==> config.mk <==
export PLATFORM = sky130hd
export DESIGN_NAME = ccmc_mode_ctrl
export DESIGN_NICKNAME = d
export VERILOG_FILES = /design/src/pkg/ccmc_pkg.sv /design/src/hw/ccmc_mode_ctrl.sv
export VERILOG_INCLUDE_DIRS = /design/src /design/src/pkg
export SDC_FILE = /design/constraint.sdc
export NUM_CORES = 1
export LEC_CHECK = 0
export BUFFER_PORTS_ARGS = -buffer_cell sky130_fd_sc_hd__buf_4
export CAP_MARGIN = 0
export CORE_MARGIN = 8
export CORE_UTILIZATION = 55
export DETAILED_ROUTE_END_ITERATION = 10
export PLACE_DENSITY = 0.78
export SLEW_MARGIN = 20
export SYNTH_ARGS = -nofsm -noshare
export SYNTH_HDL_FRONTEND = slang
export SYNTH_SLANG_ARGS = --single-unit
==> constraint.sdc <==
create_clock -name pclk -period 4.1 [get_ports pclk]
set_clock_uncertainty 0.15 [all_clocks]
set_input_delay 0.82 -clock pclk [delete_from_list [all_inputs] [get_ports pclk]]
set_output_delay 0.82 -clock pclk [all_outputs]
set_load 0.02 [all_outputs]
==> src/pkg/ccmc_defines.svh <==
// Constants for the caption card mode control block
`ifndef CCMC_DEFINES_SVH
`define CCMC_DEFINES_SVH

// Register byte offsets
`define CCMC_OFF_SWITCH   12'h000
`define CCMC_OFF_ROUTE    12'h004
`define CCMC_OFF_MODE     12'h008
`define CCMC_OFF_TIMEOUT  12'h00C
`define CCMC_OFF_STATUS   12'h010
`define CCMC_OFF_CONTACT  12'h014
`define CCMC_OFF_ID       12'h018

// Reset values
`define CCMC_TIMEOUT_RST  16'h0032
`define CCMC_MODE_RST     4'h0
`define CCMC_ID_RST       32'h0000_5A01
// Applied switch before the first settled reading: no function
`define CCMC_SW_NOFUNC    4'hC
`define CCMC_OUTEN_RST    2'b11
// Contact inputs idle high (active low)
`define CCMC_CI_IDLE      4'hF
// Host idle timer saturation
`define CCMC_IDLE_MAX     16'hFFFF

// Timing: 10 MHz clock, 1 ms tick
`define CCMC_CLK_HZ       10000000
`define CCMC_TICK_HZ      1000
`define CCMC_TICK_CYC     (`CCMC_CLK_HZ / `CCMC_TICK_HZ)
// Blink half period in ms for 1 Hz
`define CCMC_BLINK_HALF   16'd500
// Switch settle time in ms
`define CCMC_DEB_MS       8'd20

// Switch codes
`define CCMC_SW_CFG_SER   4'hE
`define CCMC_SW_CFG_NET   4'hF

// Mode field positions in the mode register
`define CCMC_MODE_F1      1:0
`define CCMC_MODE_F2      3:2

`endif

==> src/pkg/ccmc_pkg.sv <==
// Types for the caption card mode control block
package ccmc_pkg;

  typedef enum logic [1:0] {
    CCMC_SRC_NONE,
    CCMC_SRC_SER,
    CCMC_SRC_NET
  } ccmc_src_t;

  typedef enum logic [1:0] {
    CCMC_FM_AUTO,
    CCMC_FM_INSERT,
    CCMC_FM_REGEN,
    CCMC_FM_RSVD
  } ccmc_fmode_t;

  typedef enum logic [1:0] {
    CCMC_DEC_NONE,
    CCMC_DEC_A,
    CCMC_DEC_B
  } ccmc_dec_t;

endpackage

==> src/hw/ccmc_mode_ctrl.sv <==
// Mode, routing and indicator control of a dual caption card
`timescale 1ns/1ps
`include "ccmc_defines.svh"

module ccmc_mode_ctrl #(
  parameter int TICK_CYC = `CCMC_TICK_CYC
) (
  // Clock and reset
  input  wire  logic                    pclk,
  input  wire  logic                    presetn,
  // APB slave
  input  wire  logic                    psel,
  input  wire  logic                    penable,
  input  wire  logic                    pwrite,
  input  wire  logic [11:0]             paddr,
  input  wire  logic [31:0]             pwdata,
  output logic       [31:0]             prdata,
  output logic                          pready,
  output logic                          pslverr,
  // Rotary switches (pins)
  input  wire  logic [3:0]              comms_route_switch,
  input  wire  logic [3:0]              bridge_route_switch,
  // Host and video status (pins)
  input  wire  logic                    ser_data_seen,
  input  wire  logic                    net_data_seen,
  input  wire  logic [1:0]              video_locked,
  input  wire  logic [1:0]              video_is_hd,
  input  wire  logic [1:0]              video_fmt_ok,
  input  wire  logic [3:0]              contact_input_n,
  input  wire  logic [3:0]              vid_contact_bits,
  // Routing outputs
  output ccmc_pkg::ccmc_src_t           ins_src_a,
  output ccmc_pkg::ccmc_src_t           ins_src_b,
  output ccmc_pkg::ccmc_dec_t           dec_chan,
  output logic                          dec_to_ser,
  output logic                          dec_to_net,
  output logic                          cfg_ser,
  output logic                          cfg_net,
  output logic                          ser_ctrl_a,
  output logic                          ser_ctrl_b,
  output logic                          net_ctrl_a,
  output logic                          net_ctrl_b,
  // Bridge outputs
  output logic [1:0]                    bridge_ab_fld,
  output logic [1:0]                    bridge_ba_fld,
  output logic                          bridge_xcode,
  // Insert/regen per channel and field
  output logic [1:0]                    insert_a_fld,
  output logic [1:0]                    insert_b_fld,
  // Video outputs enables
  output logic [1:0]                    clean_out_en,
  output logic [1:0]                    burn_out_en,
  // Indicators and contacts
  output logic [1:0]                    led_input,
  output logic [3:0]                    led_contact_in,
  output logic [3:0]                    led_contact_out,
  output logic [3:0]                    contact_output
);
  import ccmc_pkg::*;

  if (TICK_CYC < 2 || TICK_CYC > 65535) begin
    $error("TICK_CYC out of range");
  end

  // ----------------------------------------------------------------
  // State
  // ----------------------------------------------------------------
  typedef struct packed {
    logic [3:0]  sw1_m;
    logic [3:0]  sw1_s;
    logic [3:0]  sw2_m;
    logic [3:0]  sw2_s;
    logic [3:0]  ci_m;
    logic [3:0]  ci_s;
    logic [1:0]  lk_m;
    logic [1:0]  lk_s;
    logic [1:0]  hd_m;
    logic [1:0]  hd_s;
    logic [1:0]  fo_m;
    logic [1:0]  fo_s;
    logic        ser_m;
    logic        ser_s;
    logic        net_m;
    logic        net_s;
    logic [3:0]  sw1_seen;
    logic [3:0]  sw2_seen;
    logic [7:0]  deb_cnt;
    logic        sw_valid;
    logic [3:0]  sw1_app;
    logic [3:0]  sw2_app;
    logic [15:0] div_cnt;
    logic        tick;
    logic [15:0] blink_cnt;
    logic        blink;
    logic [15:0] ser_idle;
    logic [15:0] net_idle;
    logic [15:0] timeout;
    logic [3:0]  fmode;
    logic [1:0]  out_en;
    logic [3:0]  contact_out;
    logic [31:0] rdata;
  } ccmc_state_t;

  ccmc_state_t s_q;
  ccmc_state_t s_d;

  logic        wr_acc;
  logic        rd_acc;
  logic        ser_alive;
  logic        net_alive;
  ccmc_src_t   src_a;
  ccmc_src_t   src_b;
  ccmc_dec_t   dec;
  logic        ins_on;
  logic [3:0]  sw2;
  logic        ab;
  logic        ba;
  logic [1:0]  fld;
  logic        ins_alive_a;
  logic        ins_alive_b;
  logic        addr_ok;

  assign wr_acc = psel & penable & pwrite;
  assign rd_acc = psel & ~penable & ~pwrite;
  assign addr_ok = (paddr == `CCMC_OFF_SWITCH) || (paddr == `CCMC_OFF_ROUTE) ||
                   (paddr == `CCMC_OFF_MODE) || (paddr == `CCMC_OFF_TIMEOUT) ||
                   (paddr == `CCMC_OFF_STATUS) ||
                   (paddr == `CCMC_OFF_CONTACT) || (paddr == `CCMC_OFF_ID);

  // ----------------------------------------------------------------
  // Communications switch decode
  // ----------------------------------------------------------------
  always_comb begin
    src_a = CCMC_SRC_NONE;
    src_b = CCMC_SRC_NONE;
    dec   = CCMC_DEC_NONE;
    unique case (s_q.sw1_app)
      4'h0, 4'h3: begin
        src_a = CCMC_SRC_SER;
        src_b = CCMC_SRC_NET;
      end
      4'h1: begin
        src_a = CCMC_SRC_SER;
        src_b = CCMC_SRC_SER;
      end
      4'h2: begin
        src_a = CCMC_SRC_NET;
        src_b = CCMC_SRC_NET;
      end
      4'h4: begin
        src_a = CCMC_SRC_SER;
        src_b = CCMC_SRC_SER;
        dec   = CCMC_DEC_A;
      end
      4'h5: begin
        src_a = CCMC_SRC_NET;
        src_b = CCMC_SRC_NET;
        dec   = CCMC_DEC_B;
      end
      4'h6: begin
        src_a = CCMC_SRC_SER;
        src_b = CCMC_SRC_SER;
        dec   = CCMC_DEC_B;
      end
      4'h7: begin
        src_a = CCMC_SRC_NET;
        src_b = CCMC_SRC_NET;
        dec   = CCMC_DEC_A;
      end
      4'h8, 4'hB: dec = CCMC_DEC_A;
      4'h9, 4'hA: dec = CCMC_DEC_B;
      default: begin
        // C, D unused; E, F configuration only
        src_a = CCMC_SRC_NONE;
      end
    endcase
  end

  assign ins_src_a  = src_a;
  assign ins_src_b  = src_b;
  assign dec_chan   = dec;
  assign dec_to_ser = (dec != CCMC_DEC_NONE);
  assign dec_to_net = (dec != CCMC_DEC_NONE);
  assign cfg_ser    = (s_q.sw1_app == `CCMC_SW_CFG_SER);
  assign cfg_net    = (s_q.sw1_app == `CCMC_SW_CFG_NET);
  assign ser_ctrl_a = (src_a == CCMC_SRC_SER);
  assign ser_ctrl_b = (src_b == CCMC_SRC_SER);
  assign net_ctrl_a = (src_a == CCMC_SRC_NET);
  assign net_ctrl_b = (src_b == CCMC_SRC_NET);

  // ----------------------------------------------------------------
  // Bridge switch decode
  // ----------------------------------------------------------------
  assign sw2 = s_q.sw2_app;
  always_comb begin
    ab  = 1'b0;
    ba  = 1'b0;
    fld = 2'b00;
    unique case (sw2)
      4'h1: begin ab = 1'b1; fld = 2'b11; end
      4'h2: begin ba = 1'b1; fld = 2'b11; end
      4'h3: begin ab = 1'b1; fld = 2'b01; end
      4'h4: begin ba = 1'b1; fld = 2'b01; end
      4'h5: begin ab = 1'b1; fld = 2'b10; end
      4'h6: begin ba = 1'b1; fld = 2'b10; end
      default: fld = 2'b00;
    endcase
  end

  assign bridge_ab_fld = ab ? fld : 2'b00;
  assign bridge_ba_fld = ba ? fld : 2'b00;
  assign bridge_xcode  = (ab | ba) &
                         (s_q.hd_s[0] != s_q.hd_s[1]);

  // ----------------------------------------------------------------
  // Insert / regen per field
  // ----------------------------------------------------------------
  assign ser_alive = (s_q.ser_idle < s_q.timeout);
  assign net_alive = (s_q.net_idle < s_q.timeout);
  assign ins_alive_a = (src_a == CCMC_SRC_SER) ? ser_alive :
                       (src_a == CCMC_SRC_NET) ? net_alive : 1'b0;
  assign ins_alive_b = (src_b == CCMC_SRC_SER) ? ser_alive :
                       (src_b == CCMC_SRC_NET) ? net_alive : 1'b0;
  assign ins_on = (src_a != CCMC_SRC_NONE);

  function automatic logic fld_ins(input logic [1:0] m, input logic alive,
                                   input logic en);
    logic r;
    r = 1'b0;
    unique case (ccmc_fmode_t'(m))
      CCMC_FM_INSERT: r = en;
      CCMC_FM_REGEN:  r = 1'b0;
      default:        r = en & alive;
    endcase
    return r;
  endfunction

  assign insert_a_fld = {
    fld_ins(s_q.fmode[`CCMC_MODE_F2], ins_alive_a, ins_on),
    fld_ins(s_q.fmode[`CCMC_MODE_F1], ins_alive_a, ins_on)};
  assign insert_b_fld = {
    fld_ins(s_q.fmode[`CCMC_MODE_F2], ins_alive_b, ins_on),
    fld_ins(s_q.fmode[`CCMC_MODE_F1], ins_alive_b, ins_on)};

  // ----------------------------------------------------------------
  // Outputs and indicators
  // ----------------------------------------------------------------
  assign clean_out_en = s_q.out_en & s_q.fo_s;
  assign burn_out_en  = s_q.out_en & s_q.fo_s;
  assign led_input    = s_q.lk_s | {2{s_q.blink}};
  assign led_contact_in  = ~s_q.ci_s;
  assign led_contact_out = s_q.contact_out;
  assign contact_output  = s_q.contact_out;
  assign prdata  = s_q.rdata;
  assign pready  = 1'b1;
  assign pslverr = psel & penable & ~addr_ok;

  // ----------------------------------------------------------------
  // Next state
  // ----------------------------------------------------------------
  always_comb begin
    s_d = s_q;
    // Pin synchronisers
    s_d.sw1_m = comms_route_switch;
    s_d.sw1_s = s_q.sw1_m;
    s_d.sw2_m = bridge_route_switch;
    s_d.sw2_s = s_q.sw2_m;
    s_d.ci_m  = contact_input_n;
    s_d.ci_s  = s_q.ci_m;
    s_d.lk_m  = video_locked;
    s_d.lk_s  = s_q.lk_m;
    s_d.hd_m  = video_is_hd;
    s_d.hd_s  = s_q.hd_m;
    s_d.fo_m  = video_fmt_ok;
    s_d.fo_s  = s_q.fo_m;
    s_d.ser_m = ser_data_seen;
    s_d.ser_s = s_q.ser_m;
    s_d.net_m = net_data_seen;
    s_d.net_s = s_q.net_m;

    // Millisecond tick
    s_d.tick = 1'b0;
    if (s_q.div_cnt == 16'(TICK_CYC - 1)) begin
      s_d.div_cnt = 16'h0000;
      s_d.tick    = 1'b1;
    end else begin
      s_d.div_cnt = s_q.div_cnt + 16'h0001;
    end

    // 1 Hz blink
    if (s_q.tick) begin
      if (s_q.blink_cnt == `CCMC_BLINK_HALF - 16'd1) begin
        s_d.blink_cnt = 16'h0000;
        s_d.blink     = ~s_q.blink;
      end else begin
        s_d.blink_cnt = s_q.blink_cnt + 16'h0001;
      end
    end

    // Switch settle filter
    if (s_q.sw1_s != s_q.sw1_seen || s_q.sw2_s != s_q.sw2_seen) begin
      s_d.sw1_seen = s_q.sw1_s;
      s_d.sw2_seen = s_q.sw2_s;
      s_d.deb_cnt  = 8'h00;
    end else if (s_q.tick && s_q.deb_cnt != `CCMC_DEB_MS) begin
      s_d.deb_cnt = s_q.deb_cnt + 8'h01;
    end else if (s_q.deb_cnt == `CCMC_DEB_MS) begin
      s_d.sw1_app  = s_q.sw1_seen;
      s_d.sw2_app  = s_q.sw2_seen;
      s_d.sw_valid = 1'b1;
    end

    // Host idle timers in ms
    if (s_q.ser_s) begin
      s_d.ser_idle = 16'h0000;
    end else if (s_q.tick && s_q.ser_idle != `CCMC_IDLE_MAX) begin
      s_d.ser_idle = s_q.ser_idle + 16'h0001;
    end
    if (s_q.net_s) begin
      s_d.net_idle = 16'h0000;
    end else if (s_q.tick && s_q.net_idle != `CCMC_IDLE_MAX) begin
      s_d.net_idle = s_q.net_idle + 16'h0001;
    end

    // Contact outputs from video
    s_d.contact_out = vid_contact_bits;

    // Register writes
    if (wr_acc) begin
      unique case (paddr)
        `CCMC_OFF_MODE:    s_d.fmode   = pwdata[3:0];
        `CCMC_OFF_TIMEOUT: s_d.timeout = pwdata[15:0];
        `CCMC_OFF_ROUTE:   s_d.out_en  = pwdata[1:0];
        default:           s_d.fmode   = s_d.fmode;
      endcase
    end

    // Read data captured in setup phase
    if (rd_acc) begin
      unique case (paddr)
        `CCMC_OFF_SWITCH:  s_d.rdata = {19'h0, s_q.sw_valid,
                                        s_q.sw2_app, 4'h0, s_q.sw1_app};
        `CCMC_OFF_ROUTE:   s_d.rdata = {22'h0, 2'(dec), 2'(src_b),
                                        2'(src_a), 2'h0, s_q.out_en};
        `CCMC_OFF_MODE:    s_d.rdata = {24'h0, insert_b_fld, insert_a_fld,
                                        s_q.fmode};
        `CCMC_OFF_TIMEOUT: s_d.rdata = {16'h0, s_q.timeout};
        `CCMC_OFF_STATUS:  s_d.rdata = {24'h0, s_q.hd_s, s_q.fo_s,
                                        s_q.lk_s, net_alive, ser_alive};
        `CCMC_OFF_CONTACT: s_d.rdata = {24'h0, s_q.contact_out,
                                        ~s_q.ci_s};
        `CCMC_OFF_ID:      s_d.rdata = `CCMC_ID_RST;
        default:           s_d.rdata = 32'h0000_0000;
      endcase
    end
  end

  // ----------------------------------------------------------------
  // Registers
  // ----------------------------------------------------------------
  always_ff @(posedge pclk or negedge presetn) begin
    if (!presetn) begin
      s_q         <= '0;
      s_q.ci_m    <= `CCMC_CI_IDLE;
      s_q.ci_s    <= `CCMC_CI_IDLE;
      s_q.timeout <= `CCMC_TIMEOUT_RST;
      s_q.fmode   <= `CCMC_MODE_RST;
      s_q.out_en  <= `CCMC_OUTEN_RST;
      s_q.sw1_app <= `CCMC_SW_NOFUNC;
      s_q.sw2_app <= 4'h0;
      s_q.ser_idle <= `CCMC_IDLE_MAX;
      s_q.net_idle <= `CCMC_IDLE_MAX;
    end else begin
      s_q <= s_d;
    end
  end

endmodule

==> results.toml <==
[sta]
post-route-period-util = 0.963
hold_violations = 0
setup_viol = 0
slew_headroom = 0.396
clock.fmax_ghz = 0.253
setup_tns_ps = 0
rsz0062_at_grt = "no"
worst_slew_pin_slew_ps = 898
slew_viol_final = 0
fin_crit_ps = 3950

[pwr]
power.density_mw_per_mm2 = 358
p_leak_nw = 4.68
peakVddDrop_v = 0.000369

[outcome]
status = "finished, final reports clean"

[routing]
firstDrtPassIters = 5
drcViolationCount = 0
drt-total-wl_um = 19400
via_count = 6217
ant_nets = 0
vias_per_cell = 5.51
drt_iter0_markers = 448
wl_per_cell_um = 17.2

[worst_hold_path]
holdCritPathClass = "register to register"
hp-start = "s_d[161]"

[clock_tree]
clk_pin_slew_ps = 70
postCtsSetupBuffers = 0
holdBufCountCts = 0
cts_tree = "built"
ctsResizeCount = 0
cts_num_sinks = 173
clk_latency_ps = 440
cts_root_buf = "clkbuf_16"
clock_path_buffers = 2
cts_max_level = 4
cts_buffers = 17

[critical_path]
crit_slowest_cell = "nor4_1"
critPathLaunchType = "register"
critPathLaunch = "s_q[48]"
cp_max_fo = 4
r2r-start = "s_q[48]"
crit_arrival_ps = 2980
critical-path-top-delay-family = "compound AO/OA/AOI/OAI gates"
max_stage_delay_ps = 630
worstSetupEndpointType = "primary output"
timing_worst_setup_path_type = "register to primary output"
cp_cell_sequence = "inv_1 -> ha_1 -> a21o_1 -> a21oi_1 -> a211oi_1 -> nor4_1 -> a22o_1 -> a21o_1 -> buf_4"
critical_path_required_ps = 3130
path_buf_inv = 2
path_common_cell = "a21o_1"

[floorplanning]
start_util = 0.557
num_io_pins = 148
die_y_um = 142
die_w_um = 142
dieArea_sq_mm = 0.0202
coreArea_sq_mm = 0.0157
row_count = 46

[logic_synthesis]
synth_seq_cells = 173
async_flop_share = 1.00
syn-cell-area_sq_mm = 0.00875
synth_cell_types = 66
yosys_warnings = 0
synth_enable_flop_cells = 0
synthFlopType = "dfrtp_1"
synthCells = 821
synth.avg_cell_area_sq_um = 10.7
synth-seq-area-share = 0.502

[place]
io_buffers = 114
dp_cells = 1096
place_congestion = 0.905
dp_hpwl_um = 14300

[cells_and_area]
antennaDiodeCount = 0
layout_common_cells = "126 x dfrtp_1, 115 x buf_4, 76 x nor2_1, 51 x nand2_1, 50 x xor2_1"
layout-drive-gt1-share = 0.276
layout_commonest_cell = "dfrtp_1"
fin_cells = 1128
fin_nets = 1010
area_growth_pct = 15.9

[global_route]
grt_pass1_vias = 6185
grt_usage = 0.201
grt_max_degree = 97
antenna_found_initial = 0
grt_overflow = 0
grt_pass1_wl_um = 32000

[run]
cap_violations = 0
[final timing paths]
kind / cells past startpoint / slack (ps) / endpoint
setup / recovery: 9 / 150 / insert_b_fld[0]
hold / removal: 0 / 200 / s_q[161]
min in group asynchronous: 1 / 300 / s_d[183]
max in group asynchronous: 2 / 2580 / prdata[12]
setup reg to reg: 8 / 1450 / prdata[7]
hold reg to reg: 0 / 200 / s_q[161]
[logic make-up (layout without fill, tap and decap cells)]
logic type      count (synthesis)  in the layout  synth area share
buf+inv                       103            179            0.0645
simple gates                  283            283             0.172
fa+ha+maj                      38             38            0.0543
compound gates                113            113            0.0868
xor+xnor                       71             71            0.0719
mux                            38             38            0.0479
other cells                     2             17          0.000858
flops                         173            173             0.502
[cell usage after synthesis (5+ instances only)]
master	instances	area, sq um
a21o_1	13	97.6
a21oi_1	28	140
a221oi_1	6	52.6
a22oi_1	9	67.6
a31oi_1	8	50.1
and2_1	11	68.8
and3_1	8	50.1
and4_1	5	43.8
buf_4	44	330
clkbuf_1	20	75.1
dfrtp_1	126	3150
dfstp_2	47	1230
ha_1	38	475
inv_1	30	113
mux2_2	31	349
mux2i_1	7	70.1
nand2_1	51	191
nand3_1	29	145
nand4_1	29	181
nor2_1	76	285
nor2b_1	7	43.8
nor3_1	19	95.1
nor3b_1	7	52.6
nor4_1	6	37.5
o21ai_0	23	115
or3_1	6	37.5
xnor2_1	20	175
xor2_1	50	438
[registers in the layout, indices dropped and copies added (netlist names)]
name            flops
sw2                 4
s_q               129
s_d                20
contact_output      4
prdata             16
[metrics by stage]
step / area, sq um / setup WS [ps] / util / power (mW) / hold WS (ps)
floorplan: 8810 / 1100 / - / 1.90 / 181
global placement: 9520 / 673 / 0.606 / 1.99 / 182
detailed placement: 9520 / 662 / 0.606 / 2.00 / 185
CTS: 10100 / 175 / 0.645 / 3.66 / 200
global route: 10100 / 66.9 / 0.645 / 3.75 / 204
finish: 10100 / 150 / 0.645 / 3.63 / 198
[power by group]
part	total (mW)	switching (mW)	leakage, nW	internal [mW]
Clock	1.66	0.755	0.305	0.909
Sequential	1.77	0.0231	2.11	1.74
Combinational	0.198	0.120	2.26	0.0781
[cell type report]
type	count	area (sq um)
Clock inverter	13	168
Multi-Input combinational cell	560	3850
Inverter	30	113
Timing Repair Buffer	117	895
Clock buffer	19	453
Sequential cell	173	4390
Fill cell	1213	5570
Tap cell	216	270
[metal layers]
metal  GRT usage  vias to the layer above  part of all wire
met5           0                        -                 0
met4      0.0661                        0             0.017
met3      0.0594                       27             0.060
met2       0.315                      155              0.47
met1       0.260                     3077              0.45
li1            -                     2958                 -
[worst reg2reg max path, delay by kind of cell, from the launching register on]
kind / cells / cell delay [ps]
simple gates: 1 / 630
flops: 1 / 440
compound gates: 5 / 930
buf+inv: 1 / 100
fa+ha+maj: 1 / 330
Note: power is estimated with default switching activity, not from simulation.
